## src/hw/spgc_pkg.sv

```systemverilog
// Summary of operation
// The block controls 46 two-way pins: ports 0 to 4 have eight pins each and port 5 has six.
// A direction bit of 0 (reset) makes the pin an input; 1 makes it a push-pull output of its latch.
// The pull-up bit acts only on an input pin: 0 leaves it high impedance, 1 turns the pull-up on.
// Reading the data bit of an output pin returns the latch, not the pin level.
// An input pin with its pull-up on reads high unless something outside pulls it low.
// Software should make every unused pin, and every bit without a pin, a push-pull output; port 5 direction bits 7 and 6 are masked and stay 0.
// The port 0 data register sits at index 80h, is read and write, and clears to zero at reset.
// Ports 1 to 5 each have a data register of latches; port 5 keeps latch bits 5 to 0 only.
// Reading the data bit of an input pin returns the synchronised level on the pin.
package spgc_pkg;

  ////////////////////////////////////////////////////////////////////////////
  // geometry
  localparam int SPGC_NUM_PORTS = 6;
  localparam int SPGC_PORT_W    = 8;
  localparam int SPGC_P5_W      = 6;
  localparam int SPGC_NUM_PINS  = 46;
  localparam int SPGC_IDX_W     = 8;
  localparam int SPGC_ADDR_W    = 10;
  localparam int SPGC_DATA_W    = 32;

  ////////////////////////////////////////////////////////////////////////////
  // register indices; the byte address is four times the index
  localparam logic [7:0] SPGC_IDX_P0_DATA = 8'h80;
  localparam logic [7:0] SPGC_IDX_P1_DATA = 8'h90;
  localparam logic [7:0] SPGC_IDX_P2_DATA = 8'ha0;
  localparam logic [7:0] SPGC_IDX_P3_DATA = 8'hb0;
  localparam logic [7:0] SPGC_IDX_P4_DATA = 8'hc0;
  localparam logic [7:0] SPGC_IDX_P5_DATA = 8'hd8;
  localparam logic [7:0] SPGC_IDX_P0_DIR  = 8'h9a;
  localparam logic [7:0] SPGC_IDX_P1_DIR  = 8'h91;
  localparam logic [7:0] SPGC_IDX_P2_DIR  = 8'ha1;
  localparam logic [7:0] SPGC_IDX_P3_DIR  = 8'hb1;
  localparam logic [7:0] SPGC_IDX_P4_DIR  = 8'hc1;
  localparam logic [7:0] SPGC_IDX_P5_DIR  = 8'hd9;
  localparam logic [7:0] SPGC_IDX_P0_PU   = 8'h9b;
  localparam logic [7:0] SPGC_IDX_P1_PU   = 8'h92;
  localparam logic [7:0] SPGC_IDX_P2_PU   = 8'ha2;
  localparam logic [7:0] SPGC_IDX_P3_PU   = 8'hb2;
  localparam logic [7:0] SPGC_IDX_P4_PU   = 8'hc2;
  localparam logic [7:0] SPGC_IDX_P5_PU   = 8'hda;
  // read-only raw pin levels, one index per port from this base
  localparam logic [7:0] SPGC_IDX_LEVEL_BASE = 8'he0;

  localparam logic [5:0][7:0] SPGC_DATA_IDX = {SPGC_IDX_P5_DATA, SPGC_IDX_P4_DATA,
      SPGC_IDX_P3_DATA, SPGC_IDX_P2_DATA, SPGC_IDX_P1_DATA, SPGC_IDX_P0_DATA};
  localparam logic [5:0][7:0] SPGC_DIR_IDX = {SPGC_IDX_P5_DIR, SPGC_IDX_P4_DIR,
      SPGC_IDX_P3_DIR, SPGC_IDX_P2_DIR, SPGC_IDX_P1_DIR, SPGC_IDX_P0_DIR};
  localparam logic [5:0][7:0] SPGC_PU_IDX = {SPGC_IDX_P5_PU, SPGC_IDX_P4_PU,
      SPGC_IDX_P3_PU, SPGC_IDX_P2_PU, SPGC_IDX_P1_PU, SPGC_IDX_P0_PU};

  ////////////////////////////////////////////////////////////////////////////
  // values after reset and field meaning
  localparam logic [7:0] SPGC_RST_DATA = 8'h00;
  localparam logic [7:0] SPGC_RST_DIR  = 8'h00;
  localparam logic [7:0] SPGC_RST_PU   = 8'h00;
  localparam logic       SPGC_DIR_OUT  = 1'b1;
  localparam logic       SPGC_PU_ON    = 1'b1;

  typedef enum logic [2:0] {
    SPGC_KIND_NONE,
    SPGC_KIND_DATA,
    SPGC_KIND_DIR,
    SPGC_KIND_PU,
    SPGC_KIND_LEVEL
  } spgc_kind_e;

endpackage : spgc_pkg

```

## src/hw/spgc_pad.sv

```systemverilog
module spgc_pad #(
  parameter int W = 8
) (
  input  wire logic [W-1:0] dir,
  input  wire logic [W-1:0] pullup_bit,
  input  wire logic [W-1:0] latch,
  input  wire logic [W-1:0] level,
  output logic      [W-1:0] pin_out,
  output logic      [W-1:0] pin_oe,
  output logic      [W-1:0] pin_pullup_en,
  output logic      [W-1:0] rd_value
);

  initial begin
    if (W < 1 || W > spgc_pkg::SPGC_PORT_W) $error("spgc_pad: width out of range");
  end

  always_comb begin
    for (int b = 0; b < W; b++) begin
      pin_out[b]       = latch[b];
      pin_oe[b]        = (dir[b] == spgc_pkg::SPGC_DIR_OUT);
      // an output pin never has its pull-up on, whatever the pull-up bit says
      pin_pullup_en[b] = !pin_oe[b] && (pullup_bit[b] == spgc_pkg::SPGC_PU_ON); // see R3
      rd_value[b]      = pin_oe[b] ? latch[b] : level[b];            // see R4
    end
  end

endmodule : spgc_pad

```

## src/hw/spgc_sync.sv

```systemverilog
module spgc_sync #(
  parameter int W = 8
) (
  input  wire logic         pclk,
  input  wire logic         presetn,
  input  wire logic         pclk_en,
  input  wire logic [W-1:0] async_in,
  output logic      [W-1:0] sync_out
);

  logic [W-1:0] stage1;

  initial begin
    if (W < 1) $error("spgc_sync: width must be at least one");
  end

  // stage1 feeds only the second flop
  always_ff @(posedge pclk or negedge presetn) begin
    if (!presetn) begin
      stage1   <= '0;
      sync_out <= '0;
    end else if (pclk_en) begin
      stage1   <= async_in;
      sync_out <= stage1;
    end
  end

endmodule : spgc_sync

```

## src/hw/spgc_top.sv

```systemverilog
module spgc_top #(
  parameter int ADDR_W = spgc_pkg::SPGC_ADDR_W
) (
  input  wire logic                              pclk,
  input  wire logic                              presetn,
  input  wire logic                              pclk_en,
  input  wire logic                              psel,
  input  wire logic                              penable,
  input  wire logic                              pwrite,
  input  wire logic [ADDR_W-1:0]                 paddr,
  input  wire logic [spgc_pkg::SPGC_DATA_W-1:0]  pwdata,
  input  wire logic [3:0]                        pstrb,
  output logic      [spgc_pkg::SPGC_DATA_W-1:0]  prdata,
  output logic                                   pready,
  output logic                                   pslverr,
  input  wire logic [spgc_pkg::SPGC_NUM_PINS-1:0] pin_in,
  output logic      [spgc_pkg::SPGC_NUM_PINS-1:0] pin_out,
  output logic      [spgc_pkg::SPGC_NUM_PINS-1:0] pin_oe,
  output logic      [spgc_pkg::SPGC_NUM_PINS-1:0] pin_pullup_en
);

  ////////////////////////////////////////////////////////////////////////////
  // local sizes

  localparam int NP     = spgc_pkg::SPGC_NUM_PORTS;
  localparam int PW     = spgc_pkg::SPGC_PORT_W;
  localparam int NPINS  = spgc_pkg::SPGC_NUM_PINS;
  localparam int IDX_W  = spgc_pkg::SPGC_IDX_W;
  localparam int DW     = spgc_pkg::SPGC_DATA_W;

  initial begin
    if (ADDR_W < IDX_W + 2 || ADDR_W > 32) begin
      $error("spgc_top: ADDR_W must be between 10 and 32");
    end
    if ((NP - 1) * PW + spgc_pkg::SPGC_P5_W != NPINS) begin
      $error("spgc_top: pin count does not match the port widths");
    end
  end

  // implemented bits of each port; port 5 stops at bit 5
  function automatic logic [7:0] port_mask(input int p);
    logic [7:0] m;
    m = 8'hff;
    if (p == NP - 1) begin
      m = 8'hff >> (PW - spgc_pkg::SPGC_P5_W);
    end
    return m;
  endfunction : port_mask

  ////////////////////////////////////////////////////////////////////////////
  // register state

  logic [7:0] dir_q   [NP];
  logic [7:0] pu_q    [NP];
  logic [7:0] latch_q [NP];
  logic [7:0] rd_val  [NP];
  logic [7:0] lvl_val [NP];

  logic [NPINS-1:0] pin_level;

  ////////////////////////////////////////////////////////////////////////////
  // pin inputs: two flops before any logic reads them

  spgc_sync #(
    .W (NPINS)
  ) u_sync (
    .pclk     (pclk),
    .presetn  (presetn),
    .pclk_en  (pclk_en),
    .async_in (pin_in),
    .sync_out (pin_level)
  );

  ////////////////////////////////////////////////////////////////////////////
  // pad control, one instance per port

  for (genvar p = 0; p < NP; p++) begin : g_port
    localparam int W    = (p == NP - 1) ? spgc_pkg::SPGC_P5_W : PW;
    localparam int BASE = p * PW;

    logic [W-1:0] rd_w;

    spgc_pad #(
      .W (W)
    ) u_pad (
      .dir           (dir_q[p][W-1:0]),
      .pullup_bit    (pu_q[p][W-1:0]),
      .latch         (latch_q[p][W-1:0]),
      .level         (pin_level[BASE +: W]),
      .pin_out       (pin_out[BASE +: W]),
      .pin_oe        (pin_oe[BASE +: W]),
      .pin_pullup_en (pin_pullup_en[BASE +: W]),
      .rd_value      (rd_w)
    );

    if (W < PW) begin : g_narrow
      // missing bits of a narrow port read as zero
      assign rd_val[p]  = {{(PW - W){1'b0}}, rd_w};
      assign lvl_val[p] = {{(PW - W){1'b0}}, pin_level[BASE +: W]};
    end else begin : g_full
      assign rd_val[p]  = rd_w;
      assign lvl_val[p] = pin_level[BASE +: W];
    end
  end

  ////////////////////////////////////////////////////////////////////////////
  // address decode

  spgc_pkg::spgc_kind_e dec_kind;
  logic [2:0]           dec_port;
  logic [IDX_W-1:0]     dec_idx;
  logic                 dec_aligned;

  assign dec_idx     = paddr[IDX_W+1:2];
  // above the index, the address must be zero and word aligned
  assign dec_aligned = (paddr[1:0] == 2'b00) && ((paddr >> (IDX_W + 2)) == '0);

  always_comb begin
    dec_kind = spgc_pkg::SPGC_KIND_NONE;
    dec_port = 3'd0;
    for (int p = 0; p < NP; p++) begin
      if (dec_idx == spgc_pkg::SPGC_DATA_IDX[p]) begin               // see R7
        dec_kind = spgc_pkg::SPGC_KIND_DATA;
        dec_port = 3'(p);
      end
      if (dec_idx == spgc_pkg::SPGC_DIR_IDX[p]) begin
        dec_kind = spgc_pkg::SPGC_KIND_DIR;
        dec_port = 3'(p);
      end
      if (dec_idx == spgc_pkg::SPGC_PU_IDX[p]) begin
        dec_kind = spgc_pkg::SPGC_KIND_PU;
        dec_port = 3'(p);
      end
      if (dec_idx == spgc_pkg::SPGC_IDX_LEVEL_BASE + IDX_W'(p)) begin
        dec_kind = spgc_pkg::SPGC_KIND_LEVEL;
        dec_port = 3'(p);
      end
    end
    if (!dec_aligned) begin
      dec_kind = spgc_pkg::SPGC_KIND_NONE;
    end
  end

  ////////////////////////////////////////////////////////////////////////////
  // apb handshake
  // the answer is prepared at the first enabled edge that sees psel, so a
  // stalled clock enable simply stretches the access phase

  logic ans_valid;
  logic access_done;
  logic dec_error;

  // level registers are read-only; writing one is an error
  assign dec_error = (dec_kind == spgc_pkg::SPGC_KIND_NONE)
                  || (pwrite && dec_kind == spgc_pkg::SPGC_KIND_LEVEL);

  assign pready      = pclk_en && ans_valid;
  assign access_done = psel && penable && pready;

  always_ff @(posedge pclk or negedge presetn) begin
    if (!presetn) begin
      ans_valid <= 1'b0;
    end else if (pclk_en) begin
      if (!psel || access_done) begin
        ans_valid <= 1'b0;
      end else begin
        ans_valid <= 1'b1;
      end
    end
  end

  ////////////////////////////////////////////////////////////////////////////
  // read data and error answer

  logic [7:0] next_rd_byte;

  always_comb begin
    next_rd_byte = 8'h00;
    case (dec_kind)
      spgc_pkg::SPGC_KIND_DATA:  next_rd_byte = rd_val[dec_port];    // see R4
      spgc_pkg::SPGC_KIND_DIR:   next_rd_byte = dir_q[dec_port];
      spgc_pkg::SPGC_KIND_PU:    next_rd_byte = pu_q[dec_port];
      spgc_pkg::SPGC_KIND_LEVEL: next_rd_byte = lvl_val[dec_port];
      default:                   next_rd_byte = 8'h00;
    endcase
  end

  always_ff @(posedge pclk or negedge presetn) begin
    if (!presetn) begin
      prdata  <= '0;
      pslverr <= 1'b0;
    end else if (pclk_en) begin
      if (psel && !ans_valid) begin
        prdata  <= pwrite ? '0 : {{(DW - 8){1'b0}}, next_rd_byte};
        pslverr <= dec_error;
      end else if (access_done) begin
        prdata  <= '0;
        pslverr <= 1'b0;
      end
    end
  end

  ////////////////////////////////////////////////////////////////////////////
  // register writes; only lane 0 carries register bits

  logic wr_fire;

  assign wr_fire = access_done && pwrite && !dec_error && pstrb[0];

  always_ff @(posedge pclk or negedge presetn) begin
    if (!presetn) begin
      for (int p = 0; p < NP; p++) begin
        latch_q[p] <= spgc_pkg::SPGC_RST_DATA;
      end
    end else if (pclk_en && wr_fire && dec_kind == spgc_pkg::SPGC_KIND_DATA) begin
      latch_q[dec_port] <= pwdata[7:0] & port_mask(int'(dec_port)); // see R7
    end
  end

  always_ff @(posedge pclk or negedge presetn) begin
    if (!presetn) begin
      for (int p = 0; p < NP; p++) begin
        dir_q[p] <= spgc_pkg::SPGC_RST_DIR;
      end
    end else if (pclk_en && wr_fire && dec_kind == spgc_pkg::SPGC_KIND_DIR) begin
      dir_q[dec_port] <= pwdata[7:0] & port_mask(int'(dec_port));
    end
  end

  always_ff @(posedge pclk or negedge presetn) begin
    if (!presetn) begin
      for (int p = 0; p < NP; p++) begin
        pu_q[p] <= spgc_pkg::SPGC_RST_PU;
      end
    end else if (pclk_en && wr_fire && dec_kind == spgc_pkg::SPGC_KIND_PU) begin
      pu_q[dec_port] <= pwdata[7:0] & port_mask(int'(dec_port));
    end
  end

endmodule : spgc_top

```

## config.mk

```make
export PLATFORM = sky130hd
export DESIGN_NAME = spgc_top
export DESIGN_NICKNAME = d
export VERILOG_FILES = /design/src/hw/spgc_pkg.sv /design/src/hw/spgc_pad.sv /design/src/hw/spgc_sync.sv /design/src/hw/spgc_top.sv
export SDC_FILE = /design/constraint.sdc
export NUM_CORES = 1
export LEC_CHECK = 0
export ABC_AREA = 1
export BUFFER_PORTS_ARGS = -buffer_cell sky130_fd_sc_hd__buf_2
export CAP_MARGIN = 20
export CORE_UTILIZATION = 25
export CTS_CLUSTER_SIZE = 30
export DETAILED_ROUTE_END_ITERATION = 6
export GPL_ROUTABILITY_DRIVEN = 0
export PLACE_DENSITY = 0.43
export SETUP_SLACK_MARGIN = 0.1
export SYNTH_ARGS = -nofsm -noshare
export SYNTH_HDL_FRONTEND = slang
export SYNTH_SLANG_ARGS = --single-unit
```

## constraint.sdc

```tcl
create_clock -name pclk -period 2.7 [get_ports pclk]
set_input_delay 0.405 -clock pclk [delete_from_list [all_inputs] [get_ports pclk]]
set_output_delay 0.405 -clock pclk [all_outputs]
set_load 0.02 [all_outputs]
```

Yosys cells after proc, flatten, opt, wreduce, memory -nomap -nowiden
Cells that the tools add are included.

Register bits: 270. Bits in latches: 0. Memory bits (writable): 0. Memory bits (read-only): 0. Bits of input ports: 98. Output and inout bits: 172. Word-level logic and storage cells: 291. Memories: 0.

Add/sub/neg operators: 0. $mul: 0. Div/mod/pow operators: 0. Order comparisons: 2. Equal/unequal tests: 29. Shifts and indexed selects: 0. Muxes and demuxes: 119. Bitwise operators: 4. Reductions and logical operators: 114.

Operators by type and width (number): 8-bit equality test (second input constant) (24); 48-bit bitwise mux (3); 3-bit 2-to-1 mux (41); 8-bit 2-to-1 mux (14); 8-bit binary-select mux with 3-bit select (4); 32-bit 2-to-1 mux (2); 1-bit logical AND (59); 1-bit 2-to-1 mux (51); 1-bit zero test (49); 8-bit case mux with 4 select lines (1); 8-bit AND (3); 8-bit demux with 3-bit select (1); 3-bit by 2-bit equality test with 1-bit output (second input constant) (2); 3-bit equality test (second input constant) (2); 4-bit greater-or-equal comparator (second input constant) (1); 4-bit by 1-bit < comparator with 1-bit output (second input constant) (1); 2-bit 2-to-1 mux (2); 3-bit inverter with 4-bit output (1); 3-bit by 1-bit equality test with 1-bit output (second input constant) (1); 3-bit zero test (1); 2-bit zero test (1); 1-bit logical OR (2); 2-bit AND reduction (1); 2-bit nonzero test (1).

Longest topological paths before layout
Gate-level depths: netlist of the first run.

Depth in word-level cells: 37. Mapped depth: 19. Mapped depth without buffers: 17.

Hierarchy
Synthesis of the first run repeated with hierarchy kept, for this count alone.

Cells, all modules: 1877. Area, all modules: 13490.4 µm².

By module, submodules not included: spgc_top (instances 1, cells an instance 1120, area each 8275.4 µm², seq. area each 3803.6 µm²); spgc_sync (instances 1, cells an instance 389, area each 3488.3 µm², seq. area each 2302.2 µm²); spgc_pad at g_port[0].u_pad ... (instances 5, cells an instance 64, area each 300.3 µm², seq. area each 0.0 µm²); spgc_pad at g_port[5].u_pad (instances 1, cells an instance 48, area each 225.2 µm², seq. area each 0.0 µm²).

Worst setup path before layout of the first run
No wires, ideal clock.

Path type: in2reg. Start point: input paddr[3]. End point: register latch_q[46] in the netlist's numbering. Library setup time: 0.130 ns. Arrival time: 2.173 ns. Required time: 2.570 ns. Path slack: 0.398 ns. Stages on the path: 13. Path buffers: 2. Cells stage by stage: clkbuf_2 > inv_2 > nand2_1 > nor2_1 > nand2_1 > nand2_1 > nor2_1 > nand3_1 > nor4_4 > nand4_4 > buf_2 > nand2_1 > o21ai_1.

Word-level cells in the longest chain between the ends: 34. Elaborated cells on any way between the ends: 90. Those cells by class: order compare: 2; eq/ne: 27; mux: 50; bitwise: 2; reduce/logical: 9.

RTL lines: from (decl) (RTL line spgc_top.sv:10) `input wire logic [ADDR_W-1:0] paddr,`; 8-bit equality test (RTL line spgc_top.sv:122) `if (dec_idx == spgc_pkg::SPGC_DATA_IDX[p]) begin`; 1-bit 2-to-1 mux (RTL line spgc_top.sv:122); 2-bit 2-to-1 mux (RTL line spgc_top.sv:126) `if (dec_idx == spgc_pkg::SPGC_DIR_IDX[p]) begin`; 2-bit 2-to-1 mux (RTL line spgc_top.sv:130) `if (dec_idx == spgc_pkg::SPGC_PU_IDX[p]) begin`; 3-bit 2-to-1 mux (RTL line spgc_top.sv:134) `if (dec_idx == spgc_pkg::SPGC_IDX_LEVEL_BASE + IDX_W'(p)) begin`; 3-bit 2-to-1 mux (RTL line spgc_top.sv:122); 3-bit 2-to-1 mux (RTL line spgc_top.sv:126); 3-bit 2-to-1 mux (RTL line spgc_top.sv:130); (+16 left out); 3-bit 2-to-1 mux (RTL line spgc_top.sv:134); 3-bit 2-to-1 mux (RTL line spgc_top.sv:139) `if (!dec_aligned) begin`; 3-bit equality test (RTL line spgc_top.sv:155) `|| (pwrite && dec_kind == spgc_pkg::SPGC_KIND_LEVEL);`; 1-bit logical AND (RTL line spgc_top.sv:155); 1-bit logical OR (RTL line spgc_top.sv:155); 1-bit zero test (RTL line spgc_top.sv:208) `assign wr_fire = access_done && pwrite && !dec_error && pstrb[0];`; 1-bit logical AND (2 in series) (RTL line spgc_top.sv:208); 1-bit logical AND (2 in series) (RTL line spgc_top.sv:215) `end else if (pclk_en && wr_fire && dec_kind == spgc_pkg::SPGC_KIND_DATA) begin`; to (signal, indexed assignment) (RTL line spgc_top.sv:213) `latch_q[p] <= spgc_pkg::SPGC_RST_DATA;`; to (signal, indexed assignment) (RTL line spgc_top.sv:216) `latch_q[dec_port] <= pwdata[7:0] & port_mask(int'(dec_port));`; to (decl) (RTL line spgc_top.sv:55) `logic [7:0] latch_q [NP];`.

Parallel ways exist; a longest one is shown, timed or not. The select of a mux whose other input is x is not followed. A chain may end at the register's enable or synchronous reset.

Worst setup path in the final report of the first run
Start point: input paddr[3]. End point: register prdata[4] in the netlist's numbering.

Word-level cells in the longest chain between the ends: 30. Elaborated cells on any way between the ends: 89. Those cells by class: eq/ne: 28; mux: 60; bitwise: 1.

RTL lines: 8-bit equality test (RTL line spgc_top.sv:122); 1-bit 2-to-1 mux (RTL line spgc_top.sv:122); 2-bit 2-to-1 mux (RTL line spgc_top.sv:126); 2-bit 2-to-1 mux (RTL line spgc_top.sv:130); 3-bit 2-to-1 mux (RTL line spgc_top.sv:134); 3-bit 2-to-1 mux (RTL line spgc_top.sv:122); 3-bit 2-to-1 mux (RTL line spgc_top.sv:126); 3-bit 2-to-1 mux (RTL line spgc_top.sv:130); (+14 left out); 3-bit 2-to-1 mux (RTL line spgc_top.sv:126); 3-bit 2-to-1 mux (RTL line spgc_top.sv:130); 3-bit 2-to-1 mux (RTL line spgc_top.sv:134); 3-bit 2-to-1 mux (RTL line spgc_top.sv:139); 3-bit equality test (tied with other cells) (RTL line spgc_top.sv:179) `case (dec_kind)`; 8-bit case mux with 4 select lines (*) (RTL line spgc_top.sv:179); 8-bit 2-to-1 mux (*) (RTL line spgc_top.sv:194) `prdata <= pwrite ? '0 : {{(DW - 8){1'b0}}, next_rd_byte};`; 32-bit 2-to-1 mux (*) (RTL line spgc_top.sv:193) `if (psel && !ans_valid) begin`; to (signal assigned) (RTL line spgc_top.sv:194); to (decl) (RTL line spgc_top.sv:13) `output logic [spgc_pkg::SPGC_DATA_W-1:0] prdata,`.

Every way passes the cells marked *; elsewhere a longest branch is shown, timed or not. The select of a mux whose other input is x is not followed.

==> flow_summary_export.csv, run 1 <==
group,metric,value,unit
status,status,"finished clean",
yosys,netlist_top_cells_area,"dfrtp_1 48%, nand2_1 13%, o21ai_0 9.1%, mux2_2 5.0%, inv_1 4.6%",
detailed_routing,drc,0,
detailed_routing,vias,11330,
setup_path,crit_top_cell,"nand2_1",
timing,finalSetupViolCount,0,
yosys,synth_top_area_frac,0.4821,
yosys,yosys.area_share.xor_xnor,0,
yosys,yosys-top-cells-count,"450 x nand2_1, 244 x dfrtp_1, 230 x o21ai_0",
floorplan,dieHeight,227.1,µm
setup_path,rr_worst_depth,10,
yosys,synthCells,1594,
yosys,yosys.area_share.simple,0.2235,
floorplan,rows,82,
layout,syn_to_final_growth,24.67,%
global_route,grt-ovfl-total,0,
hold_path,whs_path_depth,3,
clock_network,cts_sinks,244,
hold_path,holdPathEnd,"u_sync.stage1[45]$_DFFE_PN0P_",
global_route,antenna_found_initial,0,
setup_path,rr_endpoint,"prdata[4]$_DFFE_PN0P_",
floorplan,core_area,0.05007,mm²
setup_path,cp_cell_sequence,"buf_2 -> inv_2 -> nand2_1 -> nor2_1 -> nand2_1 -> nand2_1 -> nor2_1 -> nand3_1 -> buf_12 -> nand2_1 -> nand3_1 -> nand2_1 -> nand2_1 -> nand3_1 -> nand2_1 -> o21ai_0 -> buf_4 -> nand2_1",
setup_path,cp.required,3.15,ns
clock_network,clk_pin_slew_worst_paths,0.06,ns
clock_network,clkLatencyLatePin,0.56,ns
detailed_routing,first_pass_iters,5,
floorplan,initial_core_util,0.2530,
yosys,netlist_area,0.01267,mm²
detailed_routing,routed_wl,48650,µm
setup_path,cp_slowest_stage_delay,0.27,ns
setup_path,startpoint_type,"input port",
yosys,ys_seq_elements,244,
timing,slew_violations,0,
yosys,muxShareOfSynthArea,0.05216,
timing,period_minus_slack,2.266,ns
timing,worst_pin_slew,0.9072,ns
yosys,ys_types,33,
power_and_ir_drop,p_total,8918,µW
setup_path,crit_slowest_cell,"nand3_1",
global_route,grt_pass1_vias,10790,
layout,n_fill_cell,5476,
layout,final_core_util,0.3154,
timing,slew_headroom,0.3946,
floorplan,die_area,0.05157,mm²
yosys,synthMostInstantiatedCell,"nand2_1",
timing,hold_viol_final,0,
clock_network,htreeDepth,1,
power_and_ir_drop,p_per_area,564.8,mW/mm²
floorplan,die_x,227.1,µm
clock_network,postCtsSetupBuffers,0,
clock_network,max-clock-path-buffers,3,
yosys,synth.largest_area_cell,"dfrtp_1",
hold_path,hold_path.class,"in2reg",
detailed_routing,drt_iter0_drc,939,
placed_design,io_buffers,218,
detailed_routing,drt-vias-per-instance,4.519,
yosys,synth_compound_area_frac,0.1263,
global_route,grt_usage,0.1891,
timing,worst_hold_slack,0.06445,ns
clock_network,cts_root_buffer,"clkbuf_16",
timing,period_share,0.8393,
setup_path,r2r_slack,0.77,ns
setup_path,cp_max_fo,27,
setup_path,crit_type,"in2reg",
setup_path,crit_buf_inv,4,
yosys,ys.flop_type,"dfrtp_1",
detailed_routing,ant_nets,0,
clock_network,cts_tree,"yes",
yosys,async_reset_ff_frac,1.000,
yosys,synth_warnings,0,
setup_path,r2r-start,"dir_q[44]$_DFFE_PN0P_",
setup_path,cp-end-kind,"register",
timing,max_freq,441.3,MHz
power_and_ir_drop,leakage,0.008090,µW
hold_path,min_from,"pin_in[45]",
yosys,syn_area_per_cell,7.946,µm²
layout,drive_above_1_share,0.2426,
setup_path,crit_family,"simple AND/OR/NAND/NOR gates",
yosys,synth_top_family_by_area,"simple AND/OR/NAND/NOR gates",
yosys,synth_edf_count,0,
placed_design,dp_hpwl,36460,µm
layout,fin_nets,1912,
floorplan,pin_count,270,
yosys,synth_fa_ha_area_frac,0,
power_and_ir_drop,peakVddDrop,0.4030,mV
global_route,grt_max_degree,146,
clock_network,cts_buffers,28,
detailed_routing,wire_per_inst,19.41,µm
timing,fin_tns_setup,0,ns
yosys,ys_seq_area_frac,0.4821,
timing,skew,0.01465,ns
flow_run,cap_violations,0,
timing,rsz0062_at_grt,"no",
setup_path,crit_arrival,2.71,ns
global_route,grt_pass1_wl,71790,µm
[cell families after synthesis]
group / Yosys count
simple gates: 670
compound gates: 311
buf+inv: 309
flops: 244
mux: 59
other cells: 1
[repair_timing]
action / CTS / global route
endpoints found under the hold margin: 39 / 0
resized for setup: 0 / 0
hold buffers: 1 / 0
[power breakdown]
part / internal (µW) / total [µW] / switching (µW)
sequential: 3810 / 3920 / 104
clock: 2570 / 4170 / 1600
combinational: 293 / 831 / 538
[worst reg2reg max path, stage by stage (launching register included)]
cell	delay [ns]
dfrtp_1	0.47
mux2_2	0.37
nand4_1	0.09
nand3_1	0.19
nand2_1	0.13
nand2_1	0.07
nand3_1	0.07
nand2_1	0.04
o21ai_0	0.19
buf_4	0.16
nand2_1	0.04
[stage by stage]
stage          instance area, µm²  setup slack (ns)  instances
2_1_floorplan               12750            0.3976       1617
3_3_place_gp                14770          -0.07194       2455
3_5_place_dp                14770          -0.05091       2455
4_1_cts                     15790            0.5272       2506
5_1_grt                     15790            0.2474       2506
6_report                    15790            0.4338       2507
[routing by layer]
metal / vias up / track usage / share of wire
li1: 5537 / - / -
met1: 5420 / 0.2654 / 0.46
met2: 315 / 0.2990 / 0.46
met3: 56 / 0.02246 / 0.051
met4: 0 / 0.06690 / 0.031
met5: - / 0 / 0
[state kept, by name, indices dropped and copies added (netlist names)]
register         cells
pslverr              1
dir_q               48
u_sync.stage1       46
pu_q                48
prdata               8
u_sync.sync_out     46
ans_valid            1
latch_q             46
[worst max-delay path by stage]
stage	start	endpoint	slack, ns	depth (start not counted)
3_5_place_dp	paddr[2]	prdata[1]$_DFFE_PN0P_	-0.05	17
3_3_place_gp	paddr[6]	prdata[3]$_DFFE_PN0P_	-0.07	17
6_report	paddr[3]	prdata[4]$_DFFE_PN0P_	0.43	18
5_1_grt	paddr[2]	prdata[3]$_DFFE_PN0P_	0.25	17
4_1_cts	paddr[2]	prdata[1]$_DFFE_PN0P_	0.53	17
2_1_floorplan	paddr[3]	latch_q[46]$_DFFE_PN0P_	0.40	13
[layout by cell type (no fill, tap or decap), types with 29 or more instances in the layout]
cell type	instances
nor2_1	103
buf_4	80
mux2_2	56
nand3_1	56
nand2_1	450
a21oi_1	34
nand4_1	36
clkbuf_16	29
inv_1	156
dfrtp_1	244
buf_2	216
o21ai_0	230
[cell type report]
type	instances	area (µm²)	share of cell area
flip-flops and latches	244	6106	0.3867
inverters	162	608.1	0.03851
repair buffers	314	2027	0.1284
well taps	672	840.8	0.05325
clock inverters	13	203.9	0.01292
diodes	1	2.502	0.0001585
clock buffers	37	805.8	0.05103
multi-input cells	1064	5196	0.3291
Power figures use the tool's default switching activity.
==> run 2: changes to the inputs <==
==> constraint.sdc (replaced) <==
create_clock -name pclk -period 2.3 [get_ports pclk]
set_input_delay 0.345 -clock pclk [delete_from_list [all_inputs] [get_ports pclk]]
set_output_delay 0.345 -clock pclk [all_outputs]
set_load 0.02 [all_outputs]
==> run 2 against run 1 <==
Effect of this change: the run now ends with design-rule violations left; non-clock buffer count grew 52; cell area rose by 2.9%; setup slack worse by 0.15 ns; critical path depth fell by 1; via count is 2.7% higher; routed wire length up 3.1%; final cell count is 2.0% higher; first-iteration DRC count shrank 8.2%; power increased by 14%; combinational power grew 24%; largest power group is now sequential cells.
==> flow_summary_export.csv, run 2 (synthesis results as in run 1) <==
group,metric,value,unit
detailed_routing,drc,4,
floorplan,dieHeight,227.1,µm
global_route,gr-usage-met3,0.02104,
timing,period_minus_slack,2.017,ns
status,violations,"design-rule violations",
layout,fin_nets,1965,
clock_network,cts_root_buffer,"clkbuf_16",
detailed_routing,ant_nets,0,
timing,rsz0062_at_grt,"yes",
floorplan,core_area,0.05007,mm²
floorplan,die_area,0.05157,mm²
global_route,grt_usage,0.1938,
timing,skew,0.01599,ns
global_route,grtUsageMet1,0.2716,
timing,max_freq,495.8,MHz
layout,drive_above_1_share,0.2545,
detailed_routing,wire_per_inst,19.61,µm
floorplan,initial_core_util,0.2530,
clock_network,clk_pin_slew_worst_paths,0.06,ns
timing,slew_headroom,0.5006,
detailed_routing,drt_iter0_drc,862,
clock_network,max-clock-path-buffers,3,
clock_network,cts_tree,"yes",
flow_run,cap_violations,0,
placed_design,dp_hpwl,37770,µm
setup_path,crit_type,"in2reg",
clock_network,cts_buffers,29,
power_and_ir_drop,peakVddDrop,0.5019,mV
clock_network,cts_sinks,244,
setup_path,cp.required,2.75,ns
global_route,grt-ovfl-total,0,
global_route,grt_pass1_vias,11240,
timing,finalSetupViolCount,0,
clock_network,clkLatencyLatePin,0.56,ns
setup_path,startpoint_type,"input port",
layout,n_antenna_cell,0,
status,status,"finished with violations",
global_route,grtUsageMet2,0.3080,
clock_network,htreeDepth,1,
setup_path,crit_arrival,2.47,ns
detailed_routing,first_pass_iters,7,
global_route,grt_max_degree,146,
placed_design,postPlaceCellArea,0.01512,mm²
placed_design,io_buffers,218,
global_route,grt_pass1_wl,73330,µm
layout,final_area,0.01625,mm²
power_and_ir_drop,leakage,0.008346,µW
timing,slew_violations,0,
setup_path,cp_max_fo,9,
detailed_routing,vias,11630,
timing,hold_viol_final,0,
layout,syn_to_final_growth,28.32,%
global_route,antenna_found_initial,0,
timing,worst_pin_slew,0.7491,ns
global_route,grt-busiest-layer,"met2",
floorplan,rows,82,
layout,final_cell_mix,"449 x nand2_1, 244 x dfrtp_1, 230 x o21ai_0",
layout,top_regs,"dir_q (48), pu_q (48)",
layout,mostFrequentLayoutCell,"nand2_1",
detailed_routing,drt-vias-per-instance,4.548,
floorplan,die_x,227.1,µm
power_and_ir_drop,p_per_area,626.8,mW/mm²
detailed_routing,routed_wl,50170,µm
hold_path,hold_path.class,"in2reg",
timing,period_share,0.8770,
floorplan,pin_count,270,
placed_design,placedCellCount,2489,
timing,fin_tns_setup,0,ns
layout,finalNonFillerCells,2558,
setup_path,cp-end-kind,"register",
## run 2: cell count changes in the layout (fill, tap and decap cells not counted), sizes merged
cell / previous run / this run
clkinvlp: 1 / 0
bufinv: 5 / 2
clkinv: 6 / 5
buf: 313 / 347
dlygate4sd3: 1 / 19
clkbuf: 37 / 42
diode: 1 / 0
## run 2: final cells by class
class,count,area [µm²]
Fill cell,5452,33810
Multi-Input combinational cell,1064,5220
Sequential cell,244,6106
Timing Repair Buffer,366,2550
Clock inverter,8,93.84
Clock buffer,42,834.6
Tap cell,672,840.8
Inverter,162,608.1
## run 2: critical path, stage by stage
cell	delay [ns]
buf_2	0.11
nor2_2	0.23
nand3_1	0.17
nand2_1	0.15
o21ai_0	0.11
nand2_2	0.16
inv_1	0.08
buf_4	0.17
o21ai_0	0.20
buf_4	0.16
inv_1	0.04
nand2_1	0.06
nand2_1	0.05
nand3_1	0.07
nand4_1	0.16
nand2_1	0.13
nand2_1	0.05
## run 2: worst paths after layout
path / cells after the start / slack [ns] / end / startpoint
min: 2 / 0.02 / u_sync.stage1[16]$_DFFE_PN0P_ / pin_in[16]
min reg2reg: 2 / 0.47 / pu_q[7]$_DFFE_PN0P_ / pu_q[7]$_DFFE_PN0P_
max: 17 / 0.28 / prdata[1]$_DFFE_PN0P_ / paddr[4]
max in group asynchronous: 3 / 1.25 / u_sync.sync_out[6]$_DFFE_PN0P_ / presetn
min in group asynchronous: 2 / 0.31 / u_sync.stage1[28]$_DFFE_PN0P_ / presetn
max reg2reg: 9 / 0.57 / prdata[4]$_DFFE_PN0P_ / dir_q[44]$_DFFE_PN0P_
## run 2: what timing repair did
action | in CTS | in global routing
setup buffers | 0 | 0
resized for setup | 0 | 5
hold buffers | 19 | 0
hold endpoints to repair | 70 | 0
setup endpoints to repair | 0 | 4
## run 2: through the flow
step | setup WS (ns) | utilization | hold slack, ns | total power [µW]
2_1_floorplan | 0.1178 | - | 0.04941 | 5183
3_3_place_gp | -0.3130 | 0.3019 | 0.3494 | 5682
3_5_place_dp | -0.3266 | 0.3019 | 0.3482 | 5694
4_1_cts | 0.2691 | 0.3242 | 0.0001113 | 10320
5_1_grt | 0.09348 | 0.3246 | 0.007055 | 10630
6_report | 0.2829 | 0.3246 | 0.02159 | 10190
## run 2: layer usage
layer  vias up  part of all wire
li1       5604                 -
met1      5551              0.46
met2       397              0.45
met3        81             0.052
met4         0             0.033
met5         -                 0
## run 2: report_power, final
group / switching, µW / internal (µW)
registers: 124 / 4480
clock network: 1840 / 2710
logic: 639 / 393
total: 2600 / 7580
==> run 3: changes to the inputs <==
--- a/config.mk
+++ b/config.mk
@@ -12,6 +12,7 @@
 export CTS_CLUSTER_SIZE = 30
 export DETAILED_ROUTE_END_ITERATION = 6
 export GPL_ROUTABILITY_DRIVEN = 0
+export MAX_ROUTING_LAYER = met4
 export PLACE_DENSITY = 0.43
 export SETUP_SLACK_MARGIN = 0.1
 export SYNTH_ARGS = -nofsm -noshare
==> run 3 against run 2 <==
Effect of this change: the run now ends clean; first-iteration DRC count decreased by 0.23%; die area unchanged; sequential cell count unchanged; combinational power about the same; sequential power about the same; critical endpoint unchanged; setup slack improved by 0.037 ns; largest cell class unchanged.
==> flow_summary_export.csv, run 3 (synthesis results as in run 1) <==
group,metric,value,unit
setup_path,r2r_slack,0.57,ns
detailed_routing,routed_wl,50040,µm
clock_network,cts_sinks,244,
detailed_routing,first_pass_iters,5,
clock_network,cts_buffers,29,
setup_path,cp_max_fo,9,
layout,mostFrequentLayoutCell,"nand2_1",
global_route,grt_pass1_vias,11240,
layout,n_fill_cell,5452,
clock_network,postCtsSetupBuffers,0,
timing,slew_violations,0,
timing,hold_viol_final,0,
layout,syn_to_final_growth,28.32,%
detailed_routing,wire_per_inst,19.56,µm
flow_run,cap_violations,0,
global_route,gr-usage-met3,0.01962,
hold_path,hold_path.class,"in2reg",
floorplan,die_area,0.05157,mm²
power_and_ir_drop,power_switching_share,0.2550,
placed_design,placedCellCount,2489,
clock_network,clkLatencyLatePin,0.56,ns
timing,period_share,0.8609,
setup_path,crit_type,"in2reg",
setup_path,cp-end-kind,"register",
layout,fin_nets,1965,
global_route,grt_usage,0.1994,
setup_path,startpoint_type,"input port",
detailed_routing,drc,0,
timing,finalSetupViolCount,0,
power_and_ir_drop,leakage,0.008346,µW
global_route,antenna_found_initial,0,
layout,final_core_util,0.3246,
detailed_routing,drt-vias-per-instance,4.530,
layout,n_antenna_cell,0,
power_and_ir_drop,pwr-share-clk,0.447,
placed_design,dp_hpwl,37770,µm
global_route,grt_pass1_wl,73210,µm
placed_design,io_buffers,218,
timing,rsz0062_at_grt,"yes",
global_route,grt_max_degree,146,
layout,seqCellArea,0.006106,mm²
timing,worst_hold_slack,0.02206,ns
detailed_routing,ant_nets,0,
power_and_ir_drop,peakVddDrop,0.5021,mV
floorplan,rows,82,
clock_network,clk_pin_slew_worst_paths,0.06,ns
timing,worst_pin_slew,0.7002,ns
layout,finalNonFillerCells,2558,
clock_network,cts_tree,"yes",
layout,multi_input_area,0.005220,mm²
global_route,grt-ovfl-total,0,
detailed_routing,drt_iter0_drc,860,
detailed_routing,vias,11590,
layout,final_cell_mix,"449 x nand2_1, 244 x dfrtp_1, 230 x o21ai_0",
power_and_ir_drop,p_sw,2595,µW
layout,drive_above_1_share,0.2545,
clock_network,cts_root_buffer,"clkbuf_16",
global_route,grtUsageMet1,0.2720,
floorplan,dieHeight,227.1,µm
clock_network,max-clock-path-buffers,3,
timing,skew,0.01387,ns
clock_network,htreeDepth,1,
power_and_ir_drop,internal_power,7584,µW
floorplan,initial_core_util,0.2530,
timing,slew_headroom,0.5332,
status,status,"finished clean",
timing,max_freq,505.1,MHz
setup_path,cp.required,2.75,ns
power_and_ir_drop,seqPwrFrac,0.452,
global_route,grt-busiest-layer,"met2",
floorplan,die_x,227.1,µm
layout,top_regs,"dir_q (48), pu_q (48)",
timing,period_minus_slack,1.980,ns
floorplan,pin_count,270,
power_and_ir_drop,p_per_area,626.3,mW/mm²
global_route,grtUsageMet2,0.3078,
setup_path,crit_arrival,2.43,ns
floorplan,core_area,0.05007,mm²
power_and_ir_drop,comb_power_share,0.101,
## run 3: cell counts in the layout (fill, tap and decap cells not counted)
No cell type changed its count.
## run 3: area by class of cell
class | count | share of cell area
clock buffer | 42 | 0.05135
clock inverter | 8 | 0.005774
inverter | 162 | 0.03741
multi-input combinational | 1064 | 0.3212
sequential | 244 | 0.3757
tap | 672 | 0.05173
timing repair buffer | 366 | 0.1569
## run 3: repair_timing
action / in CTS / in global routing
setup endpoints to repair: 0 / 4
resized for setup: 0 / 5
hold buffers: 19 / 0
endpoints found under the hold margin: 70 / 0
## run 3: routing by layer
| metal | vias to the layer above | part of all wire |
|---|---|---|
| li1 | 5611 | - |
| met1 | 5512 | 0.46 |
| met2 | 381 | 0.45 |
| met3 | 85 | 0.047 |
| met4 | 0 | 0.034 |
| met5 | - | 0 |
## run 3: final timing paths
| path | from | end | depth (start not counted) |
|---|---|---|---|
| setup reg to reg | dir_q[44]$_DFFE_PN0P_ | prdata[4]$_DFFE_PN0P_ | 9 |
| setup / recovery | paddr[4] | prdata[1]$_DFFE_PN0P_ | 17 |
| min in group asynchronous | presetn | u_sync.stage1[28]$_DFFE_PN0P_ | 2 |
| max in group asynchronous | presetn | pu_q[47]$_DFFE_PN0P_ | 3 |
| hold / removal | pin_in[33] | u_sync.stage1[33]$_DFFE_PN0P_ | 2 |
| hold reg to reg | pu_q[7]$_DFFE_PN0P_ | pu_q[7]$_DFFE_PN0P_ | 2 |
## run 3: per-stage QoR
stage                     setup TNS (ns)  cell area (µm²)  setup slack, ns  power [µW]
after floorplan                        0            12750           0.1178        5183
after global placement            -20.32            15120          -0.3130        5682
after detailed placement          -22.55            15120          -0.3266        5694
after CTS                              0            16230           0.2691       10320
after global routing                   0            16250          0.09353       10630
final                                  0            16250           0.3200       10180
## run 3: critical path, cell delays in order
cell and delay [ns]:
buf_2 0.11, nor2_2 0.22, nand3_1 0.17, nand2_1 0.15, o21ai_0 0.11, nand2_2 0.16
inv_1 0.08, buf_4 0.17, o21ai_0 0.20, buf_4 0.16, inv_1 0.04, nand2_1 0.06
nand2_1 0.05, nand3_1 0.07, nand4_1 0.15, nand2_1 0.12, nand2_1 0.05
## run 3: power by group through the flow
stage | combinational, µW | sequential [µW] | clock [µW]
6_report | 1030 | 4600 | 4550
5_1_grt | 1150 | 4620 | 4860
3_3_place_gp | 1010 | 4670 | 0
3_5_place_dp | 1020 | 4680 | 0
4_1_cts | 1040 | 4600 | 4670
2_1_floorplan | 558 | 4630 | 0
